--- src/hdl/sttsa_consts.svh ---
// Constants of the serial time slot assigner: offsets, codes, field positions, reset values
`ifndef STTSA_CONSTS_SVH
`define STTSA_CONSTS_SVH

// Register word offsets (byte addresses on the register bus)
`define STTSA_OFS_RX_CSR      5'h00
`define STTSA_OFS_TX_CSR      5'h04
`define STTSA_OFS_RX_ICR      5'h08
`define STTSA_OFS_TX_ICR      5'h0c
`define STTSA_OFS_PCR         5'h10
`define STTSA_OFS_LSB         2
`define STTSA_OFS_MSB         4

// Command field in bits 15-12 of a command/status register
`define STTSA_CMD_MSB         15
`define STTSA_CMD_LSB         12
`define STTSA_CMD_SEL_GROUP   2'h1

// Upper byte of an interrupt control register
`define STTSA_ICR_STEER_BIT   8
`define STTSA_ICR_SLOT_MSB    15
`define STTSA_ICR_SLOT_LSB    9
`define STTSA_ICR_OFF_MSB     15
`define STTSA_ICR_OFF_LSB     13
`define STTSA_ICR_CNT_MSB     12
`define STTSA_ICR_CNT_LSB     9

// Gate pin mode fields of the port control register
`define STTSA_PCR_TXG_MSB     9
`define STTSA_PCR_TXG_LSB     8
`define STTSA_PCR_RXG_MSB     7
`define STTSA_PCR_RXG_LSB     6
`define STTSA_PIN_MODE_GATE   2'h1

// Reset values
`define STTSA_RST_PCR         16'h0000
`define STTSA_RST_BYTE        8'h00
`define STTSA_RST_SLOT        7'h00
`define STTSA_RST_OFF         3'h0
`define STTSA_RST_CNT         4'h0
`define STTSA_RST_DATA        32'h0000_0000

`endif

--- src/hdl/sttsa_pkg.sv ---
// Types of the serial time slot assigner
package sttsa_pkg;

  // Selection of the upper byte of an interrupt control register
  typedef enum logic [1:0] {
    STTSA_SEL_TSA = 2'b00,
    STTSA_SEL_CUR = 2'b01,
    STTSA_SEL_IRQ = 2'b10,
    STTSA_SEL_DMA = 2'b11
  } sttsa_sel_t;

  // One assigner with its registers and bit clock synchroniser
  typedef struct packed {
    sttsa_sel_t  sel;
    logic [6:0]  slot;
    logic [2:0]  off;
    logic [3:0]  cnt;
    logic [7:0]  lvl_irq;
    logic [7:0]  lvl_dma;
    logic [7:0]  low;
    logic [9:0]  blk;
    logic [6:0]  pas;
    logic        win;
    logic        gclk;
    logic        gate_n;
    logic        c1;
    logic        c2;
    logic        cd;
  } sttsa_side_t;

  // State of the top module, apart from the two reset synchroniser flip-flops
  typedef struct packed {
    sttsa_side_t rx;
    sttsa_side_t tx;
    logic        fs1;
    logic        fs2;
    logic [15:0] port_pin_control;
    logic        txoe;
    logic        rxoe;
    logic        waitreq;
    logic [31:0] rdata;
  } sttsa_state_t;

endpackage

--- src/hdl/sttsa_top.sv ---
// Receive and transmit time slot assigners with Avalon-MM register slave
`timescale 1ns/1ps
`include "sttsa_consts.svh"

module sttsa_top (
  input  wire logic        sys_clk,           // System clock, 25 MHz
  input  wire logic        rst_n,             // Asynchronous reset, active low
  input  wire logic [4:0]  avs_address,       // Register byte address
  input  wire logic        avs_read,          // Read request
  input  wire logic        avs_write,         // Write request
  input  wire logic [3:0]  avs_byteenable,    // Byte lanes of the access
  input  wire logic [31:0] avs_writedata,     // Write data
  output logic      [31:0] avs_readdata,      // Read data
  output logic             avs_waitrequest,   // Slave not ready
  input  wire logic [7:0]  rx_fifo_level,     // Current receive FIFO level
  input  wire logic [7:0]  tx_fifo_level,     // Current transmit FIFO level
  input  wire logic        rx_bit_clock,      // Receive bit clock pin
  input  wire logic        tx_bit_clock,      // Transmit bit clock pin
  input  wire logic        frame_sync_in,     // Frame sync pin, active low
  output logic             rx_clk_gated,      // Bit clock to the receiver
  output logic             tx_clk_gated,      // Bit clock to the transmitter
  output logic             tx_gate_n,         // Transmit gate pin level
  output logic             tx_gate_oe,        // Transmit gate pin driven
  output logic             rx_gate_n,         // Receive gate pin level
  output logic             rx_gate_oe         // Receive gate pin driven
);

  logic                  rst_m_r;
  logic                  rst_s_r;
  sttsa_pkg::sttsa_state_t st_r;
  sttsa_pkg::sttsa_state_t st_nxt;

  // Advance one assigner by one system clock
  function automatic sttsa_pkg::sttsa_side_t assign_step(
    input sttsa_pkg::sttsa_side_t s,
    input logic                   clk_pin,
    input logic                   fs_low
  );
    sttsa_pkg::sttsa_side_t n;
    logic                   rise;
    n    = s;
    n.c1 = clk_pin;
    n.c2 = s.c1;
    n.cd = s.c2;
    rise = s.c2 & ~s.cd;
    if (s.cnt == `STTSA_RST_CNT) begin
      // Feature off: clock passes untouched
      n.blk = '0;
      n.pas = '0;
      n.win = 1'b1;
    end else if (rise) begin
      if (fs_low) begin
        // A new frame always reloads, even inside a window
        n.blk = {s.slot, s.off};
        n.pas = {s.cnt, 3'h0};
        n.win = 1'b0;
      end else if (s.blk != '0) begin
        n.blk = s.blk - 10'h001;
        n.win = 1'b0;
      end else if (s.pas != '0) begin
        // Zero block count falls through here on the edge after the sync edge
        n.pas = s.pas - 7'h01;
        n.win = 1'b1;
      end else begin
        n.win = 1'b0;
      end
    end
    n.gclk   = s.c2 & n.win;
    n.gate_n = ~n.win;
    return n;
  endfunction

  // Read of a command/status register
  function automatic logic [31:0] csr_read(
    input sttsa_pkg::sttsa_side_t s
  );
    logic [31:0] v;
    v = `STTSA_RST_DATA;
    v[`STTSA_CMD_MSB:`STTSA_CMD_LSB] = {`STTSA_CMD_SEL_GROUP, s.sel};
    v[1] = s.win;
    v[0] = (s.blk != '0);
    return v;
  endfunction

  // Read of an interrupt control register
  function automatic logic [31:0] icr_read(
    input sttsa_pkg::sttsa_side_t s,
    input logic [7:0]             level
  );
    logic [31:0] v;
    v      = `STTSA_RST_DATA;
    v[7:0] = s.low;
    unique case (s.sel)
      sttsa_pkg::STTSA_SEL_TSA: v[15:8] = {s.slot, 1'b0};
      sttsa_pkg::STTSA_SEL_CUR: v[15:8] = level;
      sttsa_pkg::STTSA_SEL_IRQ: v[15:8] = s.lvl_irq;
      sttsa_pkg::STTSA_SEL_DMA: v[15:8] = s.lvl_dma;
    endcase
    return v;
  endfunction

  // Write of a command/status register
  function automatic sttsa_pkg::sttsa_side_t csr_write(
    input sttsa_pkg::sttsa_side_t s,
    input logic [31:0]            d,
    input logic [3:0]             be
  );
    sttsa_pkg::sttsa_side_t n;
    logic [3:0]             cmd;
    n   = s;
    cmd = d[`STTSA_CMD_MSB:`STTSA_CMD_LSB];
    // Only the four selection commands change the selection
    if (be[1] && cmd[3:2] == `STTSA_CMD_SEL_GROUP) begin
      n.sel = sttsa_pkg::sttsa_sel_t'(cmd[1:0]);
    end
    return n;
  endfunction

  // Write of an interrupt control register
  function automatic sttsa_pkg::sttsa_side_t icr_write(
    input sttsa_pkg::sttsa_side_t s,
    input logic [31:0]            d,
    input logic [3:0]             be
  );
    sttsa_pkg::sttsa_side_t n;
    n = s;
    if (be[0]) begin
      n.low = d[7:0];
    end
    if (be[1]) begin
      unique case (s.sel)
        sttsa_pkg::STTSA_SEL_TSA: begin
          if (!d[`STTSA_ICR_STEER_BIT]) begin
            n.slot = d[`STTSA_ICR_SLOT_MSB:`STTSA_ICR_SLOT_LSB];
          end else begin
            n.off = d[`STTSA_ICR_OFF_MSB:`STTSA_ICR_OFF_LSB];
            n.cnt = d[`STTSA_ICR_CNT_MSB:`STTSA_ICR_CNT_LSB];
          end
        end
        sttsa_pkg::STTSA_SEL_CUR: n.low = n.low;
        sttsa_pkg::STTSA_SEL_IRQ: n.lvl_irq = d[15:8];
        sttsa_pkg::STTSA_SEL_DMA: n.lvl_dma = d[15:8];
      endcase
    end
    return n;
  endfunction

  // Reset values of one assigner
  function automatic sttsa_pkg::sttsa_side_t side_reset();
    sttsa_pkg::sttsa_side_t n;
    n         = '0;
    n.sel     = sttsa_pkg::STTSA_SEL_CUR;
    n.slot    = `STTSA_RST_SLOT;
    n.off     = `STTSA_RST_OFF;
    n.cnt     = `STTSA_RST_CNT;
    n.lvl_irq = `STTSA_RST_BYTE;
    n.lvl_dma = `STTSA_RST_BYTE;
    n.low     = `STTSA_RST_BYTE;
    n.gate_n  = 1'b1;
    return n;
  endfunction

  // Reset release through two flip-flops
  always_ff @(posedge sys_clk or negedge rst_n) begin
    if (!rst_n) begin
      rst_m_r <= 1'b0;
      rst_s_r <= 1'b0;
    end else begin
      rst_m_r <= 1'b1;
      rst_s_r <= rst_m_r;
    end
  end

  always_comb begin
    logic        fs_low;
    logic        req;
    logic [31:0] rd;
    fs_low = 1'b0;
    req    = 1'b0;
    rd     = `STTSA_RST_DATA;
    st_nxt = st_r;

    // Frame sync pin synchroniser; sampled on each system clock, used on each bit clock rise
    st_nxt.fs1 = frame_sync_in;
    st_nxt.fs2 = st_r.fs1;
    fs_low     = ~st_r.fs2;

    st_nxt.rx = assign_step(st_r.rx, rx_bit_clock, fs_low);
    st_nxt.tx = assign_step(st_r.tx, tx_bit_clock, fs_low);

    // Gate pins driven only in gate pin mode
    st_nxt.txoe = (st_r.port_pin_control[`STTSA_PCR_TXG_MSB:`STTSA_PCR_TXG_LSB]
                   == `STTSA_PIN_MODE_GATE);
    st_nxt.rxoe = (st_r.port_pin_control[`STTSA_PCR_RXG_MSB:`STTSA_PCR_RXG_LSB]
                   == `STTSA_PIN_MODE_GATE);

    // Read mux
    unique case (avs_address)
      `STTSA_OFS_RX_CSR: rd = csr_read(st_r.rx);
      `STTSA_OFS_TX_CSR: rd = csr_read(st_r.tx);
      `STTSA_OFS_RX_ICR: rd = icr_read(st_r.rx, rx_fifo_level);
      `STTSA_OFS_TX_ICR: rd = icr_read(st_r.tx, tx_fifo_level);
      `STTSA_OFS_PCR:    rd = {16'h0000, st_r.port_pin_control};
      default:           rd = `STTSA_RST_DATA;
    endcase

    // One wait state: answer is ready one cycle after the request
    req = avs_read | avs_write;
    if (req && st_r.waitreq) begin
      st_nxt.waitreq = 1'b0;
      st_nxt.rdata   = avs_read ? rd : `STTSA_RST_DATA;
    end else begin
      // Read data stands only in the answer cycle
      st_nxt.waitreq = 1'b1;
      st_nxt.rdata   = `STTSA_RST_DATA;
      if (avs_write && !st_r.waitreq) begin
        unique case (avs_address)
          `STTSA_OFS_RX_CSR: st_nxt.rx = csr_write(st_nxt.rx, avs_writedata, avs_byteenable);
          `STTSA_OFS_TX_CSR: st_nxt.tx = csr_write(st_nxt.tx, avs_writedata, avs_byteenable);
          `STTSA_OFS_RX_ICR: st_nxt.rx = icr_write(st_nxt.rx, avs_writedata, avs_byteenable);
          `STTSA_OFS_TX_ICR: st_nxt.tx = icr_write(st_nxt.tx, avs_writedata, avs_byteenable);
          `STTSA_OFS_PCR: begin
            if (avs_byteenable[0]) begin
              st_nxt.port_pin_control[7:0] = avs_writedata[7:0];
            end
            if (avs_byteenable[1]) begin
              st_nxt.port_pin_control[15:8] = avs_writedata[15:8];
            end
          end
          default: st_nxt.port_pin_control = st_r.port_pin_control;
        endcase
      end
    end
  end

  always_ff @(posedge sys_clk or negedge rst_s_r) begin
    if (!rst_s_r) begin
      st_r         <= '0;
      st_r.rx      <= side_reset();
      st_r.tx      <= side_reset();
      st_r.fs1     <= 1'b1;
      st_r.fs2     <= 1'b1;
      st_r.port_pin_control     <= `STTSA_RST_PCR;
      st_r.waitreq <= 1'b1;
      st_r.rdata   <= `STTSA_RST_DATA;
    end else begin
      st_r <= st_nxt;
    end
  end

  assign avs_readdata    = st_r.rdata;
  assign avs_waitrequest = st_r.waitreq;
  assign rx_clk_gated    = st_r.rx.gclk;
  assign tx_clk_gated    = st_r.tx.gclk;
  assign tx_gate_n       = st_r.tx.gate_n;
  assign rx_gate_n       = st_r.rx.gate_n;
  assign tx_gate_oe      = st_r.txoe;
  assign rx_gate_oe      = st_r.rxoe;

endmodule

--- config.mk ---
export PLATFORM = sky130hd
export DESIGN_NAME = sttsa_top
export DESIGN_NICKNAME = d
export VERILOG_FILES = /design/src/hdl/sttsa_pkg.sv /design/src/hdl/sttsa_top.sv
export VERILOG_INCLUDE_DIRS = /design/src /design/src/hdl
export SDC_FILE = /design/constraint.sdc
export NUM_CORES = 1
export LEC_CHECK = 0
export ABC_AREA = 1
export BUFFER_PORTS_ARGS = -buffer_cell sky130_fd_sc_hd__buf_2
export CORE_UTILIZATION = 30
export CTS_CLUSTER_DIAMETER = 150
export DETAILED_ROUTE_END_ITERATION = 8
export PLACE_DENSITY = 0.52
export SETUP_SLACK_MARGIN = 0.1
export SYNTH_ARGS = -nofsm -noshare
export SYNTH_HDL_FRONTEND = slang
export SYNTH_SLANG_ARGS = --single-unit
export TNS_END_PERCENT = 20
--- constraint.sdc ---
create_clock -name sys_clk -period 11.33 [get_ports sys_clk]
set_clock_uncertainty 0.15 [all_clocks]
set_input_delay 2.266 -clock sys_clk [delete_from_list [all_inputs] [get_ports sys_clk]]
set_output_delay 2.266 -clock sys_clk [all_outputs]
set_load 0.1 [all_outputs]
==> results of run 1 <==
## cells in the mapped netlist (2+ instances only)
| cell | n |
|---|---|
| a21oi_1 | 23 |
| clkbuf_1 | 3 |
| buf_6 | 10 |
| o22ai_1 | 2 |
| buf_4 | 34 |
| or2_2 | 4 |
| nand2_1 | 283 |
| dfrtp_1 | 158 |
| inv_1 | 150 |
| nand4_1 | 9 |
| nor2_1 | 79 |
| nand3_1 | 54 |
| nand2_4 | 2 |
| nand2_2 | 10 |
| nor2_2 | 6 |
| buf_2 | 10 |
| dfstp_2 | 7 |
| o221ai_1 | 4 |
| nor2_4 | 6 |
| ha_1 | 7 |
| conb_1 | 2 |
| o211ai_1 | 16 |
| o21ai_2 | 29 |
| xnor2_1 | 2 |
| nand3_2 | 7 |
| o21ai_0 | 103 |
| nor3_1 | 4 |
| inv_2 | 4 |
| o21ai_1 | 27 |
| nand4_4 | 2 |
| a21boi_0 | 2 |
## registers in the layout, summed over array words and instances (netlist names)
register	cells
rst_m_r	1
rx_gate_n	1
st_r	139
rx_clk_gated	1
avs_readdata	16
st_nxt	1
tx_gate_n	1
rx_gate_oe	1
tx_gate_oe	1
avs_waitrequest	1
tx_clk_gated	1
rst_s_r	1
## cell usage in the layout (no fill, tap or decap), drive strengths merged, types with 4 or more instances in the layout
cell type and instances:
nand2 295, inv 164, o21ai 159, dfrtp 158
nor2 91, buf 70, nand3 62, a21oi 23
conb 17, clkbuf 17, o211ai 16, nand4 11
ha 7, dfstp 7, clkinv 7, nor3 5
or2 4, o221ai 4
## worst register-to-register path: stages, from the launching register on
cell and delay [ns]:
dfstp_2 1.06, inv_1 0.59, nor2_1 0.36, nand3_1 0.16
nand2_2 0.20, inv_2 0.10, nand2_1 0.06, o21ai_0 0.07
## power by group
| part | internal [W] | switching (W) | total (W) |
|---|---|---|---|
| logic | 0.0000354 | 0.000113 | 0.000148 |
| clock network | 0.000296 | 0.000275 | 0.000572 |
| registers | 0.000611 | 0.0000168 | 0.000627 |
| total | 0.000942 | 0.000405 | 0.00135 |
## layer usage
layer / part of all wire, % / wire length [um]
met5: 0 / 0
met4: 1.7 / 363
met3: 3.1 / 659
met2: 47 / 9920
met1: 48 / 10000
## per-stage QoR
step                      hold slack (ns)  total power [W]  cells  worst slack (ns)  area (sq um)
after floorplan                     0.181         0.000750   1084              6.25          8640
after global placement             0.0777         0.000787   1475              7.22          9040
after detailed placement           0.0763         0.000788   1475              7.24          9040
after CTS                          0.0805          0.00137   1507              7.44          9630
after global routing               0.0965          0.00140   1507              7.43          9630
final                              0.0759          0.00135   1507              7.46          9630
## final cells by class
type                       count  area, sq um  share of cell area, %
clock buffer                  17          425                   4.42
inverter                     156          587                   6.10
sequential                   165         4140                   43.0
clock inverter                15          156                   1.62
multi-input combinational    706         3490                   36.2
timing repair buffer          70          355                   3.69
tap                          378          473                   4.91
## cell families (layout without fill, tap and decap cells)
group,after synthesis,in the layout,synth area share (%)
AO/OA/AOI/OAI,207,207,14.1
XOR/XNOR,3,3,0.306
adder cells (fa/ha/maj),7,7,1.02
buffers and inverters,213,258,11.8
flip-flops,165,165,48.2
other,2,17,0.0875
AND/OR/NAND/NOR,472,472,24.5
## worst paths after layout
path	start	to	cells after the start
min reg2reg	rst_s_r	st_r[54]	0
max in group asynchronous	rst_s_r	st_r[131]	2
min in group sys_clk	st_r[55]	st_r[54]	0
min	rst_s_r	st_r[54]	0
max	avs_waitrequest	avs_waitrequest	1
max reg2reg	st_r[51]	st_r[131]	7
==> summary.md, run 1 <==
| Metric | Value |
|---|---|
| Outcome | finished, final reports clean |
| Vias in the first global route | 6273 |
| Initial Utilization | 30.7% |
| Clk slew on worst S/H paths | 0.07 ns |
| DR vias/cell | 4.48 |
| MaxCap Viol Count | 0 |
| Setup total negative slack | 0 ns |
| Die W | 171 um |
| DRT antenna net count | 0 |
| Lkg Pwr | 4.82 nW |
| Fin nets | 1187 |
| Detailed Place HPWL | 15.2 mm |
| Gr busiest metal | met2 |
| Fmax | 0.259 GHz |
| Resize count post-CTS | 0 |
| Rel. slew slack | 38.6% |
| Maximum number of pins on one net before global-route repair | 74 |
| Mapped cell area | 8580 sq um |
| Syn-to-layout area delta | 12.1% |
| Synth area leaders | dfrtp_1 (46%), nand2_1 (12%), inv_1 (6.6%), o21ai_0 (6.0%), nor2_1 (3.5%) |
| Die area | 29300 sq um |
| Startpoint Class | register |
| Setup violators final | 0 |
| RSZ-0062 raised after global routing | no |
| Worst-Margin Slew | 0.920 ns |
| CP delay by family, top | flip-flops |
| Initial antenna violation count | 0 |
| Die Ht | 171 um |
| Kind of critical path | register to output port |
| WP data required | 8.91 ns |
| Final WL | 21.0 mm |
| Vias | 6752 |
| GP Congestion | 0.869 |
| Top cell type's share of synthesized area | 46.1% |
| N_diodes | 0 |
| Cells along the critical path | buf_2 |
| CP max stage delay | 0.58 ns |
| Drt wl/cell | 13.9 um |
| Core Area | 27900 sq um |
| # Post-CTS Setup Buffers | 0 |
| Crit-path max FO | 4 |
| CTS max path bufs | 2 |
| Cell count after synthesis | 1069 |
| Ys async rst share | 100% |
| Share of layout cells above drive strength 1 | 16.3% |
| Met2 Use GR | 24.5% |
| Global-route wire length before repair | 34.2 mm |
| Synth Area per Inst | 8.03 sq um |
| Endpoints failing hold | 0 |
| CP Capture Type | output port |
| Initial drt markers | 399 |
| Yosys synthesis warning count | 0 |
| Ys flop type | dfrtp_1 |
| Fin util | 34.5% |
| IO Port Bufs | 68 |
| Global route overflow | 0 |
| Fillers | 3031 |
| Final period util | 34.1% |
| Flops & latches, synth | 165 |
| Peak VDD IR | 0.0000901 V |
| Total track usage | 15.3% |
| CTS Sinks | 165 |
| Register area share after synthesis | 48.2% |
| Met1 GRT Util | 20.9% |
| Clock Latency Late Sink | 0.43 ns |
| Cell taking the most area after synthesis | dfrtp_1 |
| Slowest cell on crit path | dfstp_2 |
| Worst Hold Class | register to async pin |
| Slew Viols, Final | 0 |
| Min cycle time layout | 3.87 ns |
| Arrival @ worst endpoint | 1.45 ns |
| Crit path buf inv count | 1 |
| Post-synth EDFFs | 0 |
| Reg2reg setup slack | 8.47 ns |
| PD cells | 140 nW/um^2 |
| Clock root buffer | clkbuf_16 |
| Post-synthesis cell type count | 41 |
| Post-CTS Hold Buffers | 0 |
| CTS tree | yes |
| # IOs | 103 |
| H-tree depth | 4 |
| Met3 usage | 2.38% |
| First-pass DRT Iterations | 6 |
| CTS buffer count | 17 |
| Row Count | 61 |
| DRC errors left | 0 |
Power figures use the tool's default switching activity.
==> inputs of run 2 (changes only) <==
Clock period 11.33 ns to 4.03 ns, I/O delays scaled along.
==> run 2 against run 1 <==
Against the previous run:
- routed wire length decreased by 0.56%
- final cell count increased by 0.20%
- flip-flop and latch count unchanged
- register-to-register slack got worse by 6.4 ns
- combinational power increased to 2.8 times the previous value
- utilization increased by 0.13 points
- non-clock buffer count increased by 3
- count of clock-buffer cells in the layout unchanged
- design area increased by 0.39%
- critical path type unchanged
==> summary.md, run 2 (synthesized netlist as in run 1, its figures left out) <==
| Metric | Value |
|---|---|
| Crit-path max FO | 4 (unchanged) |
| Vias in the first global route | 6456 (+2.9%) |
| Setup total negative slack | 0 ns (unchanged) |
| Endpoints failing hold | 0 (unchanged) |
| Global route overflow | 0 (unchanged) |
| Peak VDD IR | 0.000257 V (+180%) |
| CTS tree | yes |
| Detailed Place HPWL | 15.3 mm (+0.53%) |
| Total track usage | 15.4% (+0.14 points) |
| Initial Utilization | 30.7% (unchanged) |
| CP Capture Type | output port |
| Syn-to-layout area delta | 12.6% |
| RSZ-0062 raised after global routing | no |
| MaxCap Viol Count | 0 (unchanged) |
| DRT antenna net count | 0 (unchanged) |
| Initial antenna violation count | 0 (unchanged) |
| Worst-Margin Slew | 0.713 ns (-0.207 ns) |
| Fmax | 0.417 GHz |
| N_diodes | 0 (unchanged) |
| Lkg Pwr | 4.83 nW (+0.37%) |
| Outcome | finished, final reports clean |
| Most frequent cells in the layout | nand2_1 (283), dfrtp_1 (157), inv_1 (150), o21ai_0 (103), nor2_1 (79) |
| Cells along the critical path | buf_2 |
| CP max stage delay | 0.56 ns (-0.02 ns) |
| # IOs | 103 (unchanged) |
| GP Congestion | 0.834 (-4.0%) |
| Global-route wire length before repair | 34.8 mm (+1.6%) |
| Die Ht | 171 um (unchanged) |
| First-pass DRT Iterations | 5 (-1) |
| PD cells | 393 nW/um^2 (+180%) |
| Rel. slew slack | 52.5% (+14 points) |
| DRC errors left | 0 (unchanged) |
| CTS buffer count | 17 (unchanged) |
| Fin nets | 1190 (+0.25%) |
| CP delay by family, top | flip-flops |
| Reg2reg path depth | 5 (-2) |
| Die W | 171 um (unchanged) |
| Clock Latency Late Sink | 0.43 ns (about the same) |
| DR vias/cell | 4.49 (+0.13%) |
| Final WL | 20.9 mm (-0.56%) |
| Min cycle time layout | 2.40 ns |
| Drt wl/cell | 13.8 um (-0.76%) |
| Hold path cells | 0 |
| Clk slew on worst S/H paths | 0.08 ns (about the same) |
| Vias | 6774 (+0.33%) |
| Max reg flops | 139 (unchanged) |
| Maximum number of pins on one net before global-route repair | 76 (+2.7%) |
| Largest Register | st_r |
| Core Area | 27900 sq um (unchanged) |
| Arrival @ worst endpoint | 1.44 ns (about the same) |
| Worst Hold Class | register to register |
| WP data required | 3.07 ns (-5.84 ns) |
| Stages on the worst setup path | 1 (unchanged) |
| H-tree depth | 4 (unchanged) |
| Initial drt markers | 509 (+28%) |
| Share of layout cells above drive strength 1 | 16.4% (+0.13 points) |
| Final period util | 59.5% |
| Row Count | 61 (unchanged) |
| CTS max path bufs | 2 (unchanged) |
| Slowest cell on crit path | dfstp_2 |
| IO Port Bufs | 68 (unchanged) |
| Fin util | 34.6% (+0.13 points) |
| Slew Viols, Final | 0 (unchanged) |
| Clock root buffer | clkbuf_16 |
| Setup violators final | 0 (unchanged) |
| Crit path buf inv count | 1 (unchanged) |
| Kind of critical path | register to output port |
| Most common cell after layout, fill and taps aside | nand2_1 |
| Startpoint Class | register |
| # Post-CTS Setup Buffers | 0 (unchanged) |
| Die area | 29300 sq um (unchanged) |
| CTS Sinks | 165 (unchanged) |
==> run 2: final timing paths <==
| kind | to | slack (ns) | start |
|---|---|---|---|
| max in group asynchronous | st_r[114] | 2.52 | rst_s_r |
| worst min register to register | rst_s_r | 0.20 | rst_m_r |
| worst max-delay path | avs_waitrequest | 1.63 | avs_waitrequest |
| worst min-delay path | rst_s_r | 0.20 | rst_m_r |
| worst max register to register | avs_readdata[14] | 2.03 | st_r[114] |
| min in group asynchronous | st_r[60] | 0.25 | rst_s_r |
==> run 2: layer usage <==
metal / track usage, % / vias to the layer above / routed length, um / share of wire (%)
li1: - / 3461 / - / -
met5: 0 / - / 0 / 0
met2: 24.7 / 158 / 9690 / 46
met4: 5.78 / 0 / 471 / 2.3
met1: 20.8 / 3130 / 9930 / 48
met3: 2.43 / 25 / 762 / 3.7
==> run 2: through the flow <==
step                setup slack, ns  hold WS, ns  instance area (sq um)  cells  total power, W
finish                         1.63        0.201                   9660   1510         0.00379
global route                   1.59        0.210                   9660   1510         0.00395
CTS                            1.60        0.202                   9660   1510         0.00384
detailed placement             1.39        0.185                   9070   1477         0.00222
global placement               1.41        0.183                   9070   1477         0.00222
floorplan                      1.16        0.181                   8640   1084         0.00211
==> run 2: report_power, final <==
group	internal (W)	switching, W
logic	0.000103	0.000318
clock network	0.000832	0.000780
registers	0.00172	0.0000455
==> run 2: what timing repair did <==
action                                  in CTS  in global routing
hold buffers                                 1                  0
endpoints found under the setup margin       0                  0
endpoints found under the hold margin        2                  0
resized for setup                            0                  0
==> run 2: area by class of cell <==
type | instances | area [sq um]
Inverter | 156 | 587
Clock inverter | 15 | 156
Timing Repair Buffer | 73 | 393
Clock buffer | 17 | 425
Fill cell | 3027 | 18300
Sequential cell | 165 | 4140
Multi-Input combinational cell | 706 | 3490
Tap cell | 378 | 473
==> inputs of run 3 (changes only) <==
Clock period 4.03 ns to 2.4 ns, I/O delays scaled along.
==> run 3 against run 2 <==
Against the previous run:
- non-clock buffer count rose by 13
- die area unchanged
- clock power rose by 68%
- first-iteration DRC count shrank 3.7%
- power increased by 69%
- global-route usage about the same
- design area increased by 1.3%
- via count rose by 0.21%
- count of clock-buffer cells in the layout did not move
- worst hold slack worse by 0.10 ns
- sequential share of layout area shrank 0.55 points
- utilization is 0.45 points higher
- largest power group unchanged
- highest routed layer unchanged
==> summary.md, run 3 (synthesized netlist as in run 1, its figures left out) <==
| Metric | Value |
|---|---|
| Row Count | 61 (unchanged) |
| Multi-input logic area | 3490 sq um (unchanged) |
| GP Congestion | 0.838 (+0.49%) |
| Arrival @ worst endpoint | 1.44 ns (about the same) |
| Die Ht | 171 um (unchanged) |
| RR Endpoint | avs_readdata[14] |
| Fmax | 0.482 GHz |
| Syn-to-layout area delta | 14.0% |
| CP max stage delay | 0.58 ns (+0.02 ns) |
| Post-CTS Hold Buffers | 4 (+3) |
| Initial Utilization | 30.7% (unchanged) |
| Most frequent cells in the layout | nand2_1 (283), dfrtp_1 (157), inv_1 (150), o21ai_0 (103), nor2_1 (79) |
| Slew Viols, Final | 0 (unchanged) |
| Net Sw Frac | 30.2% (+0.084 points) |
| Setup violators final | 0 (unchanged) |
| N_diodes | 0 (unchanged) |
| Die area | 29300 sq um (unchanged) |
| Kind of critical path | register to output port |
| Fillers | 3000 (-0.89%) |
| # Post-CTS Setup Buffers | 0 (unchanged) |
| Crit-path max FO | 4 (unchanged) |
| Psw | 0.00193 W (+69%) |
| Worst-Margin Slew | 0.515 ns (-0.198 ns) |
| Detailed Place HPWL | 15.8 mm (+3.5%) |
| Final WS setup | 0.326 ns (-1.31 ns) |
| Endpoints failing hold | 0 (unchanged) |
| Clock group share of total power | 42.4% (about the same) |
| Cells along the critical path | buf_2 |
| Vias in the first global route | 6546 (+1.4%) |
| Outcome | finished, final reports clean |
| Drt wl/cell | 14.0 um (+1.7%) |
| CP delay by family, top | flip-flops |
| Clock Latency Late Sink | 0.43 ns (about the same) |
| Worst reg2reg startpoint | st_r[114] |
| WP data required | 1.77 ns (-1.30 ns) |
| Min cycle time layout | 2.07 ns |
| Global route overflow | 0 (unchanged) |
| Maximum number of pins on one net before global-route repair | 37 (-51%) |
| Vias | 6788 (+0.21%) |
| Max reg flops | 139 (unchanged) |
| DP Worst Slack | 0.343 ns (-1.05 ns) |
| DP Cell Count | 1487 (+0.68%) |
| Resize count post-CTS | 0 (unchanged) |
| First-pass DRT Iterations | 6 (+1) |
| Most common cell after layout, fill and taps aside | nand2_1 |
| Initial antenna violation count | 0 (unchanged) |
| Worst Hold Class | input port to register |
| Flop pwr share | 46.2% (-0.2 points) |
| Comb power frac | 11.4% (+0.3 points) |
| DR vias/cell | 4.46 (-0.65%) |
| # IOs | 103 (unchanged) |
| Largest Register | st_r |
| Final WL | 21.4 mm (+2.6%) |
| Peak VDD IR | 0.000442 V (+72%) |
| Slowest cell on crit path | dfstp_2 |
| CTS max path bufs | 2 (unchanged) |
| DRT antenna net count | 0 (unchanged) |
| Reg2reg path depth | 5 (unchanged) |
| Final period util | 86.4% |
| Hold path startpoint | avs_write |
| Register area | 4140 sq um (unchanged) |
| Reg2reg setup slack | 0.40 ns (-1.63 ns) |
| Fin nets | 1203 (+1.1%) |
| CTS Sinks | 165 (unchanged) |
| P_int | 0.00446 W (+68%) |
| Die W | 171 um (unchanged) |
| CTS buffer count | 17 (unchanged) |
| PD cells | 653 nW/um^2 (+66%) |
| DRC errors left | 0 (unchanged) |
| CP Capture Type | output port |
| Clock root buffer | clkbuf_16 |
| CTS tree | yes |
| Initial drt markers | 490 (-3.7%) |
| Global-route wire length before repair | 34.4 mm (-0.93%) |
| MaxCap Viol Count | 0 (unchanged) |
| Core Area | 27900 sq um (unchanged) |
| Startpoint Class | register |
| IO Port Bufs | 68 (unchanged) |
| Min-Delay Endpoint | avs_waitrequest |
| Crit path buf inv count | 1 (unchanged) |
| RSZ-0062 raised after global routing | no |
| Lkg Pwr | 4.90 nW (+1.4%) |
| Setup total negative slack | 0 ns (unchanged) |
| Total track usage | 15.4% (+0.017 points) |
| Rel. slew slack | 65.9% (+13 points) |
| Share of layout cells above drive strength 1 | 17.1% (+0.69 points) |
| H-tree depth | 4 (unchanged) |
| Cell Count, Final, Fillers Out | 1523 (+0.86%) |
| Clk slew on worst S/H paths | 0.07 ns (about the same) |
| Hold path cells | 2 (+2) |
run 3: changes by cell type in the layout (fill, tap and decap cells not counted):
cell / delta
inv_6: +2
inv_8: -1
clkinvlp_4: +1
buf_4: +8
buf_12: +2
clkinv_4: -2
dlygate4sd3_1: +3
run 3: how the worst max path moves through the flow:
stage | startpoint | to | slack (ns) | depth (start not counted)
final | avs_waitrequest | avs_waitrequest | 0.33 | 1
after floorplan | avs_waitrequest | st_r[161] | 0.41 | 8
after global placement | avs_address[1] | st_r[160] | 0.37 | 7
after detailed placement | avs_address[1] | st_r[160] | 0.34 | 7
after global routing | avs_waitrequest | avs_waitrequest | 0.29 | 1
after CTS | avs_waitrequest | avs_waitrequest | 0.30 | 1
run 3: power by group through the flow:
stage	registers, W	logic (W)	clock network (W)
2_1_floorplan	0.00307	0.000469	0
3_3_place_gp	0.00301	0.000727	0
3_5_place_dp	0.00301	0.000732	0
4_1_cts	0.00296	0.000738	0.00278
5_1_grt	0.00297	0.000812	0.00287
6_report	0.00296	0.000731	0.00271
run 3: metal layers:
metal / share of wire [%] / vias to the layer above / track usage [%]
met2: 48 / 96 / 25.9
li1: - / 3482 / -
met5: 0 / - / 0
met3: 2.3 / 22 / 2.43
met4: 1.7 / 0 / 4.70
met1: 48 / 3188 / 20.3
run 3: through the flow:
stage                     hold slack [ns]  power [W]  utilization [%]  area [sq um]
final                              0.0963    0.00639             35.0          9790
after CTS                          0.0694    0.00648             35.0          9790
after global placement              0.118    0.00373             32.8          9170
after floorplan                    0.0344    0.00354                -          8640
after global routing               0.0837    0.00665             35.0          9790
after detailed placement            0.120    0.00374             32.8          9170
run 3: final cells by class:
| cell class | count | area share (%) |
|---|---|---|
| Inverter | 156 | 5.99 |
| Tap cell | 378 | 4.83 |
| Multi-Input combinational cell | 706 | 35.6 |
| Timing Repair Buffer | 86 | 5.34 |
| Clock inverter | 15 | 1.56 |
| Clock buffer | 17 | 4.35 |
| Sequential cell | 165 | 42.3 |
